--- src/rtl/uart_irq_pkg.sv ---
// shared constants and carrier types for the uart interrupt-enable block
package uart_irq_pkg;
  // wishbone byte addresses of the registers (one aligned word each)
  localparam logic [5:0] ADDR_IER = 6'h00;
  localparam logic [5:0] ADDR_ISR = 6'h04;
  localparam logic [5:0] ADDR_LSR = 6'h08;
  localparam logic [5:0] ADDR_FCR = 6'h0C;
  localparam logic [5:0] ADDR_EFR = 6'h10;
  localparam logic [5:0] ADDR_EXTENDED_MODE_REG = 6'h14;
  localparam logic [5:0] ADDR_MSR = 6'h18;
  localparam logic [5:0] ADDR_RESUME_CHAR_ONE = 6'h1C;
  localparam logic [5:0] ADDR_RESUME_CHAR_TWO = 6'h20;
  localparam logic [5:0] ADDR_STOP_CHAR_ONE = 6'h24;
  localparam logic [5:0] ADDR_STOP_CHAR_TWO = 6'h28;
  localparam logic [5:0] ADDR_FEATURE_CONTROL = 6'h2C;
  localparam logic [5:0] ADDR_TRG = 6'h30;
  localparam logic [5:0] ADDR_DEVICE_REVISION = 6'h34;
  localparam logic [5:0] ADDR_DEVICE_IDENTIFIER = 6'h38;
  localparam logic [5:0] ADDR_THR = 6'h3C;
  // field positions
  localparam int IER_RX = 0;
  localparam int IER_TX = 1;
  localparam int IER_LS = 2;
  localparam int IER_MS = 3;
  localparam int EFR_ENH = 4;
  localparam int EXTENDED_MODE_REG_IMM = 6;
  localparam int FCR_EN = 0;
  // reset values and enhanced ier bit mask
  localparam logic [7:0] IER_RST = 8'h00;
  localparam logic [7:0] REG_RST = 8'h00;
  localparam logic [7:0] ENH_MASK = 8'hF0;
  // identity values, arbitrary
  localparam logic [7:0] REV_ID = 8'h01;
  localparam logic [7:0] DEV_ID = 8'h5A;
  // isr codes
  localparam logic [5:0] ISR_NONE = 6'h01;
  localparam logic [5:0] ISR_LS = 6'h06;
  localparam logic [5:0] ISR_RX = 6'h04;
  localparam logic [5:0] ISR_TX = 6'h02;
  localparam logic [5:0] ISR_MS = 6'h00;
  localparam logic [5:0] ISR_XOFF = 6'h10;
  localparam logic [5:0] ISR_FLOW = 6'h20;

  // channel-side status inputs
  typedef struct packed {
    logic [6:0] rx_level;
    logic [6:0] rx_trigger;
    logic rx_push;
    logic rx_push_err;
    logic rx_overrun;
    logic head_parity;
    logic head_framing;
    logic head_break;
    logic rx_pop_err;
    logic any_err;
    logic thr_empty;
    logic tx_all_empty;
    logic tx_below_trig;
    logic modem_delta;
    logic xoff_seen;
    logic rts_rise;
    logic cts_rise;
  } chan_stat_t;

  // block-side control outputs
  typedef struct packed {
    logic [7:0] fifo_control_reg;
    logic thr_write;
    logic [7:0] thr_data;
    logic rhr_read;
    logic sleep_en;
  } chan_ctl_t;
endpackage

--- src/rtl/uart_irq_regs.sv ---
// interrupt enable, status and enhanced registers of one uart channel
// Contract
// enable register gates rx, tx, line and modem sources into status register
// fifo mode rx interrupt raises at trigger level, drops below it
// rx status code shows at trigger, clears with interrupt below it
// data ready flag sets on push, clears when fifo empty
// fifos on and enable bits 0-3 clear gives polled mode
// rx and tx status flags are independent for polling
// lsr bit1 overrun; bits 2-4 error type of head byte
// lsr bit5 holding empty; bit6 fifo and shift register empty
// lsr bit7 set when any fifo character has an error
// enable bit0 gives rx interrupt on held char or trigger level
// enable bit1 gives tx interrupt on empty or below tx trigger
// enabling tx while already empty interrupts at once
// enable bit2 gives line interrupt when lsr bits 1-4 set
// overrun interrupts on receipt; errors by default on readout
// extended mode bit6 makes errors interrupt on receipt
// enable bit3 gates modem interrupt, default off
// enable bit4 is sleep enable, needs enhanced bit
// enable bit5 gates xoff interrupt, needs enhanced bit
// enable bit6 interrupts on rts rising, needs enhanced bit
// line interrupt cleared by reading line status register
// tx interrupt cleared by isr read or holding register write
// enable bit7 interrupts on cts rising, needs enhanced bit
// interrupt output high while any enabled source pending
// enable bits 4-7 ignore writes and read zero without enhanced bit
`timescale 1ns/1ps
module uart_irq_regs (
  // clock and reset
  input wire logic sys_clk,
  input wire logic sys_rst,
  // wishbone slave
  input wire logic wb_cyc_i,
  input wire logic wb_stb_i,
  input wire logic wb_we_i,
  input wire logic [5:0] wb_adr_i,
  input wire logic [3:0] wb_sel_i,
  input wire logic [31:0] wb_dat_i,
  output logic [31:0] wb_dat_o,
  output logic wb_ack_o,
  output logic wb_err_o,
  // channel side
  input wire uart_irq_pkg::chan_stat_t stat_i,
  output uart_irq_pkg::chan_ctl_t ctl_o,
  // interrupt line
  output logic irq_o
);
  logic [7:0] ier_q, efr_q, extended_mode_reg_q, fcr_q, feature_control_q, trg_q, msr_q;
  logic [7:0] resume_char_one_q, resume_char_two_q, stop_char_one_q, stop_char_two_q;
  logic ls_pend_q, tx_pend_q, xoff_pend_q, flow_pend_q, ms_pend_q;
  logic any_err_q;
  logic tx_prev_q, tx_rise;
  logic req, wr, rd, wr_ok, unmapped;
  logic enh, fifo_on, rx_lvl_hit, tx_cond, ls_err_now;
  logic [7:0] line_status_reg, interrupt_status_reg, rdata;
  logic [5:0] code;

  // one-cycle ack; request taken only while ack is low
  assign req = wb_cyc_i && wb_stb_i && !wb_ack_o && !wb_err_o;
  assign wr = req && wb_we_i && !unmapped;
  assign wr_ok = wr && wb_sel_i[0];
  assign rd = req && !wb_we_i && !unmapped;
  assign enh = efr_q[uart_irq_pkg::EFR_ENH];
  assign fifo_on = fcr_q[uart_irq_pkg::FCR_EN];

  function automatic logic hit(input logic [5:0] a);
    hit = wr_ok && (wb_adr_i == a);
  endfunction

  function automatic logic rhit(input logic [5:0] a);
    rhit = rd && (wb_adr_i == a);
  endfunction

  // rx trigger: fifo level at or above trigger in fifo mode, else any held char
  assign rx_lvl_hit = fifo_on ? (stat_i.rx_level >= stat_i.rx_trigger)
                              : (stat_i.rx_level != 7'h00);
  assign tx_cond = fifo_on ? stat_i.tx_below_trig : stat_i.thr_empty;
  assign tx_rise = tx_cond && !tx_prev_q;
  assign ls_err_now = stat_i.rx_overrun || (extended_mode_reg_q[uart_irq_pkg::EXTENDED_MODE_REG_IMM] && stat_i.rx_push_err);

  // line status register; rx bits and tx bits kept apart for polling
  always_comb begin
    line_status_reg = 8'h00;
    line_status_reg[0] = stat_i.rx_level != 7'h00;
    line_status_reg[1] = ls_pend_q && stat_i.rx_overrun;
    line_status_reg[2] = stat_i.head_parity;
    line_status_reg[3] = stat_i.head_framing;
    line_status_reg[4] = stat_i.head_break;
    line_status_reg[5] = stat_i.thr_empty;
    line_status_reg[6] = stat_i.tx_all_empty;
    line_status_reg[7] = fifo_on && any_err_q;
  end

  // priority encode pending enabled sources
  always_comb begin
    code = uart_irq_pkg::ISR_NONE;
    if (ier_q[uart_irq_pkg::IER_LS] && ls_pend_q) begin
      code = uart_irq_pkg::ISR_LS;
    end else if (ier_q[uart_irq_pkg::IER_RX] && rx_lvl_hit) begin
      code = uart_irq_pkg::ISR_RX;
    end else if (ier_q[uart_irq_pkg::IER_TX] && tx_pend_q) begin
      code = uart_irq_pkg::ISR_TX;
    end else if (ier_q[uart_irq_pkg::IER_MS] && ms_pend_q) begin
      code = uart_irq_pkg::ISR_MS;
    end else if (ier_q[5] && xoff_pend_q) begin
      code = uart_irq_pkg::ISR_XOFF;
    end else if ((ier_q[6] || ier_q[7]) && flow_pend_q) begin
      code = uart_irq_pkg::ISR_FLOW;
    end
    interrupt_status_reg = {fifo_on, fifo_on, code};
  end

  assign unmapped = (wb_adr_i[1:0] != 2'b00) || (wb_adr_i > uart_irq_pkg::ADDR_THR);

  // read mux
  always_comb begin
    rdata = 8'h00;
    if (wb_adr_i == uart_irq_pkg::ADDR_IER) begin
      rdata = ier_q;
    end else if (wb_adr_i == uart_irq_pkg::ADDR_ISR) begin
      rdata = interrupt_status_reg;
    end else if (wb_adr_i == uart_irq_pkg::ADDR_LSR) begin
      rdata = line_status_reg;
    end else if (wb_adr_i == uart_irq_pkg::ADDR_EFR) begin
      rdata = efr_q;
    end else if (wb_adr_i == uart_irq_pkg::ADDR_MSR) begin
      rdata = msr_q;
    end else if (wb_adr_i == uart_irq_pkg::ADDR_RESUME_CHAR_ONE) begin
      rdata = resume_char_one_q;
    end else if (wb_adr_i == uart_irq_pkg::ADDR_RESUME_CHAR_TWO) begin
      rdata = resume_char_two_q;
    end else if (wb_adr_i == uart_irq_pkg::ADDR_STOP_CHAR_ONE) begin
      rdata = stop_char_one_q;
    end else if (wb_adr_i == uart_irq_pkg::ADDR_STOP_CHAR_TWO) begin
      rdata = stop_char_two_q;
    end else if (wb_adr_i == uart_irq_pkg::ADDR_FEATURE_CONTROL) begin
      rdata = feature_control_q;
    end else if (wb_adr_i == uart_irq_pkg::ADDR_TRG) begin
      rdata = {1'b0, stat_i.rx_level};
    end else if (wb_adr_i == uart_irq_pkg::ADDR_DEVICE_REVISION) begin
      rdata = uart_irq_pkg::REV_ID;
    end else if (wb_adr_i == uart_irq_pkg::ADDR_DEVICE_IDENTIFIER) begin
      rdata = uart_irq_pkg::DEV_ID;
    end
  end

  // bus acknowledge, one cycle after the request is taken
  always_ff @(posedge sys_clk) begin
    if (sys_rst) begin
      wb_ack_o <= 1'b0;
    end else begin
      wb_ack_o <= req && !unmapped;
    end
  end

  // bus error for unmapped addresses
  always_ff @(posedge sys_clk) begin
    if (sys_rst) begin
      wb_err_o <= 1'b0;
    end else begin
      wb_err_o <= req && unmapped;
    end
  end

  // read data, valid with ack and zero otherwise
  always_ff @(posedge sys_clk) begin
    if (sys_rst) begin
      wb_dat_o <= 32'h0000_0000;
    end else begin
      wb_dat_o <= (req && !wb_we_i && !unmapped) ? {24'h00_0000, rdata} : 32'h0000_0000;
    end
  end

  // interrupt enable register
  always_ff @(posedge sys_clk) begin
    if (sys_rst) begin
      ier_q <= uart_irq_pkg::IER_RST;
    end else if (hit(uart_irq_pkg::ADDR_IER)) begin
      ier_q <= enh ? wb_dat_i[7:0] : {4'h0, wb_dat_i[3:0]};
    end else if (!enh) begin
      ier_q <= ier_q & ~uart_irq_pkg::ENH_MASK;
    end
  end

  // enhanced feature register
  always_ff @(posedge sys_clk) begin
    if (sys_rst) begin
      efr_q <= uart_irq_pkg::REG_RST;
    end else if (hit(uart_irq_pkg::ADDR_EFR)) begin
      efr_q <= wb_dat_i[7:0];
    end
  end

  // extended mode register
  always_ff @(posedge sys_clk) begin
    if (sys_rst) begin
      extended_mode_reg_q <= uart_irq_pkg::REG_RST;
    end else if (hit(uart_irq_pkg::ADDR_EXTENDED_MODE_REG)) begin
      extended_mode_reg_q <= wb_dat_i[7:0];
    end
  end

  // fifo control register
  always_ff @(posedge sys_clk) begin
    if (sys_rst) begin
      fcr_q <= uart_irq_pkg::REG_RST;
    end else if (hit(uart_irq_pkg::ADDR_FCR)) begin
      fcr_q <= wb_dat_i[7:0];
    end
  end

  // feature control register
  always_ff @(posedge sys_clk) begin
    if (sys_rst) begin
      feature_control_q <= uart_irq_pkg::REG_RST;
    end else if (hit(uart_irq_pkg::ADDR_FEATURE_CONTROL)) begin
      feature_control_q <= wb_dat_i[7:0];
    end
  end

  // transmit trigger level
  always_ff @(posedge sys_clk) begin
    if (sys_rst) begin
      trg_q <= uart_irq_pkg::REG_RST;
    end else if (hit(uart_irq_pkg::ADDR_TRG)) begin
      trg_q <= wb_dat_i[7:0];
    end
  end

  // first resume character
  always_ff @(posedge sys_clk) begin
    if (sys_rst) begin
      resume_char_one_q <= uart_irq_pkg::REG_RST;
    end else if (hit(uart_irq_pkg::ADDR_RESUME_CHAR_ONE)) begin
      resume_char_one_q <= wb_dat_i[7:0];
    end
  end

  // second resume character
  always_ff @(posedge sys_clk) begin
    if (sys_rst) begin
      resume_char_two_q <= uart_irq_pkg::REG_RST;
    end else if (hit(uart_irq_pkg::ADDR_RESUME_CHAR_TWO)) begin
      resume_char_two_q <= wb_dat_i[7:0];
    end
  end

  // first stop character
  always_ff @(posedge sys_clk) begin
    if (sys_rst) begin
      stop_char_one_q <= uart_irq_pkg::REG_RST;
    end else if (hit(uart_irq_pkg::ADDR_STOP_CHAR_ONE)) begin
      stop_char_one_q <= wb_dat_i[7:0];
    end
  end

  // second stop character
  always_ff @(posedge sys_clk) begin
    if (sys_rst) begin
      stop_char_two_q <= uart_irq_pkg::REG_RST;
    end else if (hit(uart_irq_pkg::ADDR_STOP_CHAR_TWO)) begin
      stop_char_two_q <= wb_dat_i[7:0];
    end
  end

  // line status interrupt: set on overrun/immediate error or head error readout
  always_ff @(posedge sys_clk) begin
    if (sys_rst) begin
      ls_pend_q <= 1'b0;
    end else if (ls_err_now || stat_i.rx_pop_err) begin
      ls_pend_q <= 1'b1;
    end else if (rhit(uart_irq_pkg::ADDR_LSR)) begin
      ls_pend_q <= 1'b0;
    end
  end

  // error-in-fifo flag, registered each cycle for lsr bit 7
  always_ff @(posedge sys_clk) begin
    if (sys_rst) begin
      any_err_q <= 1'b0;
    end else begin
      any_err_q <= stat_i.any_err || stat_i.rx_push_err;
    end
  end

  // tx ready interrupt: set on enable while empty or on a new empty, set wins over clear
  always_ff @(posedge sys_clk) begin
    if (sys_rst) begin
      tx_pend_q <= 1'b0;
    end else if (hit(uart_irq_pkg::ADDR_IER) && wb_dat_i[uart_irq_pkg::IER_TX] && tx_cond) begin
      tx_pend_q <= 1'b1;
    end else if (tx_rise && ier_q[uart_irq_pkg::IER_TX]) begin
      tx_pend_q <= 1'b1;
    end else if (hit(uart_irq_pkg::ADDR_THR) || (rhit(uart_irq_pkg::ADDR_ISR) && code == uart_irq_pkg::ISR_TX)) begin
      tx_pend_q <= 1'b0;
    end
  end

  // last tx condition; starts high so the empty holding register after reset is no new edge
  always_ff @(posedge sys_clk) begin
    if (sys_rst) begin
      tx_prev_q <= 1'b1;
    end else begin
      tx_prev_q <= tx_cond;
    end
  end

  // modem pending flag, cleared by modem status read
  always_ff @(posedge sys_clk) begin
    if (sys_rst) begin
      ms_pend_q <= 1'b0;
    end else if (stat_i.modem_delta) begin
      ms_pend_q <= 1'b1;
    end else if (rhit(uart_irq_pkg::ADDR_MSR)) begin
      ms_pend_q <= 1'b0;
    end
  end

  // stop character pending flag, cleared by status read
  always_ff @(posedge sys_clk) begin
    if (sys_rst) begin
      xoff_pend_q <= 1'b0;
    end else if (stat_i.xoff_seen) begin
      xoff_pend_q <= 1'b1;
    end else if (rhit(uart_irq_pkg::ADDR_ISR)) begin
      xoff_pend_q <= 1'b0;
    end
  end

  // rts/cts rising pending flag, cleared by modem status read
  always_ff @(posedge sys_clk) begin
    if (sys_rst) begin
      flow_pend_q <= 1'b0;
    end else if ((ier_q[6] && stat_i.rts_rise) || (ier_q[7] && stat_i.cts_rise)) begin
      flow_pend_q <= 1'b1;
    end else if (rhit(uart_irq_pkg::ADDR_MSR)) begin
      flow_pend_q <= 1'b0;
    end
  end

  // modem status read-back: pending rts/cts and modem flags
  always_ff @(posedge sys_clk) begin
    if (sys_rst) begin
      msr_q <= uart_irq_pkg::REG_RST;
    end else begin
      msr_q <= {6'h00, flow_pend_q, ms_pend_q};
    end
  end

  // control outputs to the channel
  always_ff @(posedge sys_clk) begin
    if (sys_rst) begin
      ctl_o <= '0;
    end else begin
      ctl_o.fifo_control_reg <= fcr_q;
      ctl_o.thr_write <= hit(uart_irq_pkg::ADDR_THR);
      ctl_o.thr_data <= wb_dat_i[7:0];
      ctl_o.rhr_read <= rhit(uart_irq_pkg::ADDR_TRG);
      ctl_o.sleep_en <= enh && ier_q[4];
    end
  end

  // interrupt line
  always_ff @(posedge sys_clk) begin
    if (sys_rst) begin
      irq_o <= 1'b0;
    end else begin
      irq_o <= (code != uart_irq_pkg::ISR_NONE);
    end
  end
endmodule

--- config.mk ---
export PLATFORM = sky130hd
export DESIGN_NAME = uart_irq_regs
export DESIGN_NICKNAME = d
export VERILOG_FILES = /design/src/rtl/uart_irq_pkg.sv /design/src/rtl/uart_irq_regs.sv
export SDC_FILE = /design/constraint.sdc
export NUM_CORES = 1
export LEC_CHECK = 0
export BUFFER_PORTS_ARGS = -buffer_cell sky130_fd_sc_hd__buf_4
export CAP_MARGIN = 10
export CORE_ASPECT_RATIO = 0.75
export CORE_MARGIN = 10
export CORE_UTILIZATION = 50
export DETAILED_ROUTE_END_ITERATION = 7
export GPL_TIMING_DRIVEN = 1
export PLACE_DENSITY = 0.81
export SETUP_SLACK_MARGIN = 0.15
export SYNTH_ARGS = -nofsm -noshare
export SYNTH_HDL_FRONTEND = slang
export SYNTH_SLANG_ARGS = --single-unit
--- constraint.sdc ---
create_clock -name sys_clk -period 2.4 [get_ports sys_clk]
set_input_delay 0.48 -clock sys_clk [delete_from_list [all_inputs] [get_ports sys_clk]]
set_output_delay 0.48 -clock sys_clk [all_outputs]
set_load 0.02 [all_outputs]
Word-level counts from Yosys, hierarchy flattened
Cells that the tools add are included.

$lt $le $gt $ge: 2. Equal/unequal tests: 18. Mux-type cells: 34. Bitwise operators: 1. Reduce and logical (&&, ||, !) cells: 62.

Operator list (count): $mux W8 (13); $eq A6 B6 Y1 const B (8); $logic_and A1 B1 Y1 (41); $mux W6 (6); $eq A6 B5 Y1 const B (4); $mux W7 (3); $eq A6 B4 Y1 const B (2); $mux W1 (12); $reduce_bool A2 Y1 (5); $ge A7 B7 Y1 (1); $logic_or A1 B1 Y1 (7); $reduce_bool A7 Y1 (1); $eq A6 B2 Y1 const B (1); $eq A6 B3 Y1 const B (1); $gt A6 B6 Y1 const B (1); $logic_not A6 Y1 (1); $ne A6 B1 Y1 const B (1); $logic_not A1 Y1 (5); $reduce_bool A3 Y1 (1); $ne A2 B1 Y1 const B (1); $reduce_or A2 Y1 (1); $not A1 Y1 (1).

Register bits after elaboration: 140. Bits of input ports: 76. Output and inout port bits: 54.

Logic depth before layout (Yosys ltp)
Gate-level depths: netlist of the first run.

Depth after elaboration: 14. Depth in mapped cells: 9.

Least setup slack after synthesis of the first run
Ideal clock, no wire load.

Path type: in2reg. From: input wb_adr_i[4]. To: register wb_dat_o[2]. Arrival time: 1.914 ns. Required time: 2.282 ns. Slack: 0.369 ns. Stages on the path: 8. Path through: buf_2 or4b_1 clkbuf_2 or3_1 a21oi_1 a211oi_1 o21ai_1 o21ai_1.

Word-level cells in the longest chain between the ends: 13.

RTL lines: start: declaration (RTL line uart_irq_regs.sv:36) `input wire logic [5:0] wb_adr_i,`; $eq A6 B6 Y1 (RTL line uart_irq_regs.sv:140) `end else if (wb_adr_i == uart_irq_pkg::ADDR_DEVICE_REVISION) begin`; $mux W7 (RTL line uart_irq_regs.sv:140); $mux W7 (RTL line uart_irq_regs.sv:138) `end else if (wb_adr_i == uart_irq_pkg::ADDR_TRG) begin`; $mux W8 (RTL line uart_irq_regs.sv:136) `end else if (wb_adr_i == uart_irq_pkg::ADDR_FEATURE_CONTROL) begin`; $mux W8 (RTL line uart_irq_regs.sv:134) `end else if (wb_adr_i == uart_irq_pkg::ADDR_STOP_CHAR_TWO) begin`; $mux W8 (RTL line uart_irq_regs.sv:132) `end else if (wb_adr_i == uart_irq_pkg::ADDR_STOP_CHAR_ONE) begin`; $mux W8 (RTL line uart_irq_regs.sv:130) `end else if (wb_adr_i == uart_irq_pkg::ADDR_RESUME_CHAR_TWO) begin`; $mux W8 (RTL line uart_irq_regs.sv:128) `end else if (wb_adr_i == uart_irq_pkg::ADDR_RESUME_CHAR_ONE) begin`; $mux W8 (RTL line uart_irq_regs.sv:126) `end else if (wb_adr_i == uart_irq_pkg::ADDR_MSR) begin`; $mux W8 (RTL line uart_irq_regs.sv:124) `end else if (wb_adr_i == uart_irq_pkg::ADDR_EFR) begin`; $mux W8 (RTL line uart_irq_regs.sv:122) `end else if (wb_adr_i == uart_irq_pkg::ADDR_LSR) begin`; $mux W8 (RTL line uart_irq_regs.sv:120) `end else if (wb_adr_i == uart_irq_pkg::ADDR_ISR) begin`; $mux W8 (RTL line uart_irq_regs.sv:118) `if (wb_adr_i == uart_irq_pkg::ADDR_IER) begin`; end signal: assignment (RTL line uart_irq_regs.sv:170) `wb_dat_o <= (req && !wb_we_i && !unmapped) ? {24'h00_0000, rdata} : 32'h0000_0000;`; end: declaration (RTL line uart_irq_regs.sv:39) `output logic [31:0] wb_dat_o,`.

Parallel ways exist; a longest one is shown, timed or not. A chain may end at the register's enable or synchronous reset.

Worst setup path in the final report of the first run
From: input wb_adr_i[1]. To: register wb_dat_o[5].

Same word-level chain as after synthesis.

==> results of run 1 <==
==> critical path: stages <==
cell and delay [ps]:
sky130_fd_sc_hd__buf_4 130, sky130_fd_sc_hd__or4_1 700, sky130_fd_sc_hd__nor2_1 270, sky130_fd_sc_hd__o21ai_0 250
sky130_fd_sc_hd__nor3_1 250, sky130_fd_sc_hd__o221a_2 210
==> cell type report <==
class | count | area share
clock inverters | 7 | 0.0127
repair buffers | 113 | 0.141
well taps | 132 | 0.0274
clock buffers | 9 | 0.0373
multi-input cells | 429 | 0.427
inverters | 16 | 0.00996
flip-flops and latches | 104 | 0.345
==> per-layer routing <==
metal / up-vias / part of all wire / GRT usage
met3: 29 / 0.12 / 0.0793
met5: - / 0 / 0
met4: 0 / 0.013 / 0.0460
li1: 2171 / - / -
met2: 269 / 0.43 / 0.313
met1: 2175 / 0.44 / 0.283
==> synth_stat cells (10+ instances only) <==
cell and number:
sky130_fd_sc_hd__nand3_1 14, sky130_fd_sc_hd__buf_2 19, sky130_fd_sc_hd__inv_1 16, sky130_fd_sc_hd__nor3_1 10
sky130_fd_sc_hd__dfxtp_1 104, sky130_fd_sc_hd__nand2_1 69, sky130_fd_sc_hd__o21ai_0 18, sky130_fd_sc_hd__buf_4 25
sky130_fd_sc_hd__clkbuf_1 15, sky130_fd_sc_hd__nor2b_1 21, sky130_fd_sc_hd__mux2i_1 48, sky130_fd_sc_hd__a21oi_1 45
sky130_fd_sc_hd__nor2_1 72
==> placed cells by master (no fill, tap or decap), types with 9 or more instances in the layout <==
cell                        synthesis  layout
sky130_fd_sc_hd__nand3_1           14      14
sky130_fd_sc_hd__nor2_1            72      72
sky130_fd_sc_hd__mux2i_1           48      48
sky130_fd_sc_hd__nand2_1           69      69
sky130_fd_sc_hd__o21ai_0           18      18
sky130_fd_sc_hd__nor3_1            10      10
sky130_fd_sc_hd__conb_1             1      24
sky130_fd_sc_hd__clkbuf_16          0       9
sky130_fd_sc_hd__a21oi_1           45      45
sky130_fd_sc_hd__nor2b_1           21      21
sky130_fd_sc_hd__dfxtp_1          104     104
sky130_fd_sc_hd__inv_1             16      16
sky130_fd_sc_hd__buf_4             25     113
==> worst paths after layout <==
kind	end	startpoint	slack, ps
setup / recovery	wb_dat_o[5]	wb_adr_i[1]	390
hold / removal	any_err_q	stat_i[7]	340
setup reg to reg	tx_pend_q	wb_err_o	490
hold reg to reg	resume_char_one_q[4]	resume_char_one_q[4]	450
==> per-stage QoR <==
stage	utilization	instance area [sq um]
6_report	0.620	6030
5_1_grt	0.620	6030
4_1_cts	0.620	6030
3_5_place_dp	0.589	5730
3_3_place_gp	0.589	5730
2_1_floorplan	-	5110
==> power groups by stage <==
stage	logic (mW)	registers [mW]	clock network (mW)
after floorplan	0.231	1.80	0
after global placement	0.363	1.79	0
after detailed placement	0.371	1.79	0
after CTS	0.372	1.75	1.51
after global routing	0.406	1.75	1.59
final	0.379	1.75	1.50
==> kinds of logic after synthesis <==
logic type / Yosys count / synth area share
AOI/OAI and AO/OA: 121 / 0.154
adders and majority gates: 7 / 0.0174
buffers and inverters: 82 / 0.0911
DFF: 104 / 0.414
muxes: 51 / 0.102
other: 1 / 0.000746
and+or+nand+nor: 226 / 0.221
==> flow_summary.yaml, run 1 <==
routing:
  detail_route.vias_per_cell: 5.73
  drtIter0Drc: 422
  wirelength_microns: 15800
  dr_total_vias: 4644
  detail_route.first_pass.iterations: 5
  route.detailed.drc: 0
  route.antenna.remaining_nets: 0
  routedWlPerCell_microns: 19.5
flow_run:
  drv.max_cap_violation_count: 0
synth:
  seq_cells_post_synth: 104
  postSynth.topFlopCell: "sky130_fd_sc_hd__dfxtp_1"
  synth-seq-area-share: 0.414
  synthArstFlopShare: 0
  synth_cell_type_count: 66
  netlist_instances: 592
  yosys_warnings: 0
  synth.largest_area_cell: "sky130_fd_sc_hd__dfxtp_1"
  yosysTopAreaCellShare: 0.414
  synth.cell_area_sq_um: 5030
  number_of_flops_mapped_to_enable_cells_by_yosys: 0
  syn_avg_cell_area_sq_um: 8.49
  yosys-top-cells-area: "sky130_fd_sc_hd__dfxtp_1 41%, sky130_fd_sc_hd__mux2i_1 9.6%, sky130_fd_sc_hd__nor2_1 5.4%"
floorplanning:
  row_count: 31
  ios: 130
  initial_core_util: 0.517
  coreArea_sq_um: 9740
  floorplan.die.height_microns: 107
  die_footprint_sq_um: 14500
  die_x_microns: 136
layout:
  n_antenna_cell: 0
  top_register_by_number_of_flip_flops: "ctl_o"
  fillCellCount: 862
  layout.nets: 756
  largest_reg_flops: 19
  stdcell_count: 810
  multiInputGateArea_sq_um: 2570
  area_growth_pct: 20.0
  final-seq-area_sq_um: 2080
  post_route_cells_drive_above_1_share: 0.218
placement:
  gp_congestion: 0.988
  dp.final_hpwl_microns: 11600
  place.port_buffers: 77
  pre_cts_setup_slack_ps: 76.7
  dp.cells: 794
power:
  p_clk_frac: 0.414
  flop_pwr_share: 0.482
  p_sw_frac: 0.257
  leakage_nw: 2.63
  peakVddDrop_mv: 0.497
  report.power.total_mw: 3.63
  power.combinational.fraction: 0.104
  power_density_nw_per_um2: 602
  switching_power_mw: 0.931
  cellInternalPower_mw: 2.70
clocking:
  ctsLongestPathBuffers: 2
  clock_insertion_delay_worst_skew_ps: 350
  post-cts-setup-buffer-count: 0
  cts_tree: "done"
  hold_buffers: 0
  cts_buffers: 9
  clock-root-buffer: "sky130_fd_sc_hd__clkbuf_16"
  htreeDepth: 3
  cts_sinks: 104
  post_cts_resize_count: 0
  clkTransAtPathRegs_ps: 70
worst_setup_path:
  worstSetupEndpointType: "register"
  timing.critical_path.from_type: "primary input"
  crit_fanout: 7
  timing.reg2reg.worst_path_depth: 7
  critical_path_required_ps: 2700
  setup.worst_path.class: "primary input to register"
  cp.arrival_ps: 2310
timing:
  totalNegativeSetupSlack_ps: 0
  tightest_slew_ps: 563
  clock_skew_ps: 5.17
  grt_setup_unrepaired: "no"
  post_layout_worst_setup_margin_ps: 386
  timing.slew.headroom: 0.624
  period_minus_slack_ps: 2010
  timing_max_transition_violations_final: 0
  timing.final.setup_violations: 0
  max_freq_mhz: 497
  post-route-period-util: 0.839
  holdWs_ps: 342
  timing_hold_violations_final: 0
grt:
  grt_start_max_net_pins: 60
  track_usage: 0.211
  globalRoute.totalOverflow: 0
  initial_antenna_violation_count: 0
  grt_first_pass_wirelength_microns: 24100
  first_global_vias: 4355
hold_path:
  hold_path_class: "primary input to register"
  min_path_cells: 3
outcome:
  status: "finished, final reports clean"
(Power assumes the default switching activity.)
==> run 2, diff against run 1 <==
--- a/config.mk
+++ b/config.mk
@@ -9,7 +9,7 @@
 export CAP_MARGIN = 10
 export CORE_ASPECT_RATIO = 0.75
 export CORE_MARGIN = 10
-export CORE_UTILIZATION = 50
+export CORE_UTILIZATION = 48
 export DETAILED_ROUTE_END_ITERATION = 7
 export GPL_TIMING_DRIVEN = 1
 export PLACE_DENSITY = 0.81
==> constraint.sdc (replaced) <==
create_clock -name sys_clk -period 1.7 [get_ports sys_clk]
set_input_delay 0.34 -clock sys_clk [delete_from_list [all_inputs] [get_ports sys_clk]]
set_output_delay 0.34 -clock sys_clk [all_outputs]
set_load 0.02 [all_outputs]
==> flow_summary.yaml, run 2 (same netlist as run 1, synthesis figures left out) <==
timing:
  post-route-period-util: 1.04
  holdWs_ps: 200
  clock_skew_ps: 8.30
  timing.slew.headroom: 0.594
  tightest_slew_ps: 605
  timing.final.setup_violations: 30
  max_freq_mhz: 568
  timing_hold_violations_final: 0
  post_layout_worst_setup_margin_ps: -62.1
  timing_max_transition_violations_final: 0
  totalNegativeSetupSlack_ps: -929
  period_minus_slack_ps: 1760
  grt_setup_unrepaired: "yes"
floorplanning:
  row_count: 32
  floorplan.die.height_microns: 109
  coreArea_sq_um: 10200
  initial_core_util: 0.491
  die_x_microns: 138
  die_footprint_sq_um: 15000
  ios: 130
worst_setup_path:
  setup.worst_path.class: "register to register"
  worstReg2RegStart: "wb_err_o"
  timing.critical_path.from_type: "register"
  timing.reg2reg.worst_path_depth: 7
  worst_path_dominant_cell_family: "simple AND/OR/NAND/NOR gates"
  critical_path_slowest_stage_cell: "sky130_fd_sc_hd__dfxtp_1"
  worstSetupEndpointType: "register"
  critical_path_required_ps: 1910
  crit_fanout: 8
  regToRegSetupSlack_ps: -60
  reg2reg_to: "resume_char_two_q[0]"
  max_stage_delay_ps: 310
  critical_path.n_buffers_inverters: 1
  cp.arrival_ps: 1970
  cp-startpoint: "wb_err_o"
  cp_cell_sequence: "nand4bb_1, or2_4, nor2_4, buf_6, nand3_4, mux2i_1, nor2_1"
outcome:
  status: "finished with violations"
  failed_checks: "negative setup slack"
layout:
  final_design_area_no_fill_sq_um: 7260
  layout.cells.most_common: "sky130_fd_sc_hd__buf_4"
  n_antenna_cell: 0
  layout.cells.most_common_list: "163 x sky130_fd_sc_hd__buf_4, 102 x sky130_fd_sc_hd__dfxtp_1, 62 x sky130_fd_sc_hd__nor2_1"
  layout.nets: 840
  post_route_cells_drive_above_1_share: 0.396
  stdcell_count: 898
  top_register_by_number_of_flip_flops: "ctl_o"
  largest_reg_flops: 19
  postLayoutCoreUtil: 0.708
  area_growth_pct: 44.3
routing:
  detail_route.first_pass.iterations: 5
  route.antenna.remaining_nets: 0
  dr_total_vias: 5125
  route.detailed.drc: 0
  wirelength_microns: 18700
  drtIter0Drc: 586
  routedWlPerCell_microns: 20.8
  detail_route.vias_per_cell: 5.71
power:
  p_clk_frac: 0.393
  power_density_nw_per_um2: 723
  flop_pwr_share: 0.470
  cellInternalPower_mw: 3.86
  p_sw_frac: 0.266
  leakage_nw: 3.16
  switching_power_mw: 1.39
  peakVddDrop_mv: 0.790
  power.combinational.fraction: 0.137
clocking:
  clock_insertion_delay_worst_skew_ps: 350
  clkTransAtPathRegs_ps: 70
  ctsLongestPathBuffers: 2
  htreeDepth: 3
  hold_buffers: 0
  cts_sinks: 104
  cts_buffers: 9
  cts_tree: "done"
  clock-root-buffer: "sky130_fd_sc_hd__clkbuf_16"
hold_path:
  min_path_cells: 3
  hold_path.startpoint: "stat_i[7]"
  worst_hold_path.endpoint: "any_err_q"
  hold_path_class: "primary input to register"
placement:
  dp.cells: 855
  dp.final_hpwl_microns: 13400
  place.port_buffers: 77
  placement.cell_area_sq_um: 6330
  gp_congestion: 0.981
grt:
  grt_start_max_net_pins: 56
  first_global_vias: 4993
  globalRoute.totalOverflow: 0
  track_usage: 0.236
  initial_antenna_violation_count: 0
  grt_first_pass_wirelength_microns: 28400
flow_run:
  drv.max_cap_violation_count: 0
==> run 2: stage by stage <==
step	worst slack [ps]	power (mW)
3_5_place_dp	-447	3.15
4_1_cts	-60.2	5.22
6_report	-62.1	5.25
2_1_floorplan	-178	2.88
3_3_place_gp	-468	3.14
5_1_grt	-141	5.39
==> run 2: worst min-delay path: cells and delay by family <==
family / cells / cell delay, ps
buffers and inverters: 1 / 80
and+or+nand+nor: 2 / 100
==> run 2: cell type report <==
class | count | area, sq um
flip-flops and latches | 104 | 2080
clock buffers | 11 | 253
inverters | 16 | 60.1
repair buffers | 197 | 1680
multi-input cells | 429 | 2960
well taps | 136 | 170
fillers | 804 | 2990
clock inverters | 5 | 47.5
==> run 2: worst max-delay path by stage <==
stage / endpoint / depth (start not counted) / slack (ps)
after floorplan: wb_dat_o[2] / 8 / -180
after global placement: wb_dat_o[7] / 7 / -470
after detailed placement: wb_dat_o[7] / 7 / -450
after CTS: resume_char_two_q[2] / 7 / -60
after global routing: feature_control_q[7] / 6 / -140
final: resume_char_two_q[0] / 7 / -60
==> run 2: power by group through the flow <==
stage                     combinational [mW]  sequential, mW  clock (mW)
after global routing                   0.760            2.47        2.16
after floorplan                        0.345            2.53           0
after CTS                              0.672            2.47        2.08
after detailed placement               0.629            2.52           0
final                                  0.720            2.47        2.06
after global placement                 0.616            2.52           0
==> run 2: timing repair <==
item | 4_1_cts | 5_1_grt
setup buffers | 13 | 13
setup endpoints to repair | 79 | 81
gates resized for setup | 58 | 38
gates cloned | 1 | 0
pin swaps | 39 | 29
==> run 2: metal layers <==
layer / GRT usage / vias up / wire length, microns
li1: - / 2342 / -
met1: 0.330 / 2447 / 8350
met2: 0.359 / 298 / 8140
met3: 0.0582 / 38 / 1860
met4: 0.0578 / 0 / 363
met5: 0 / - / 0
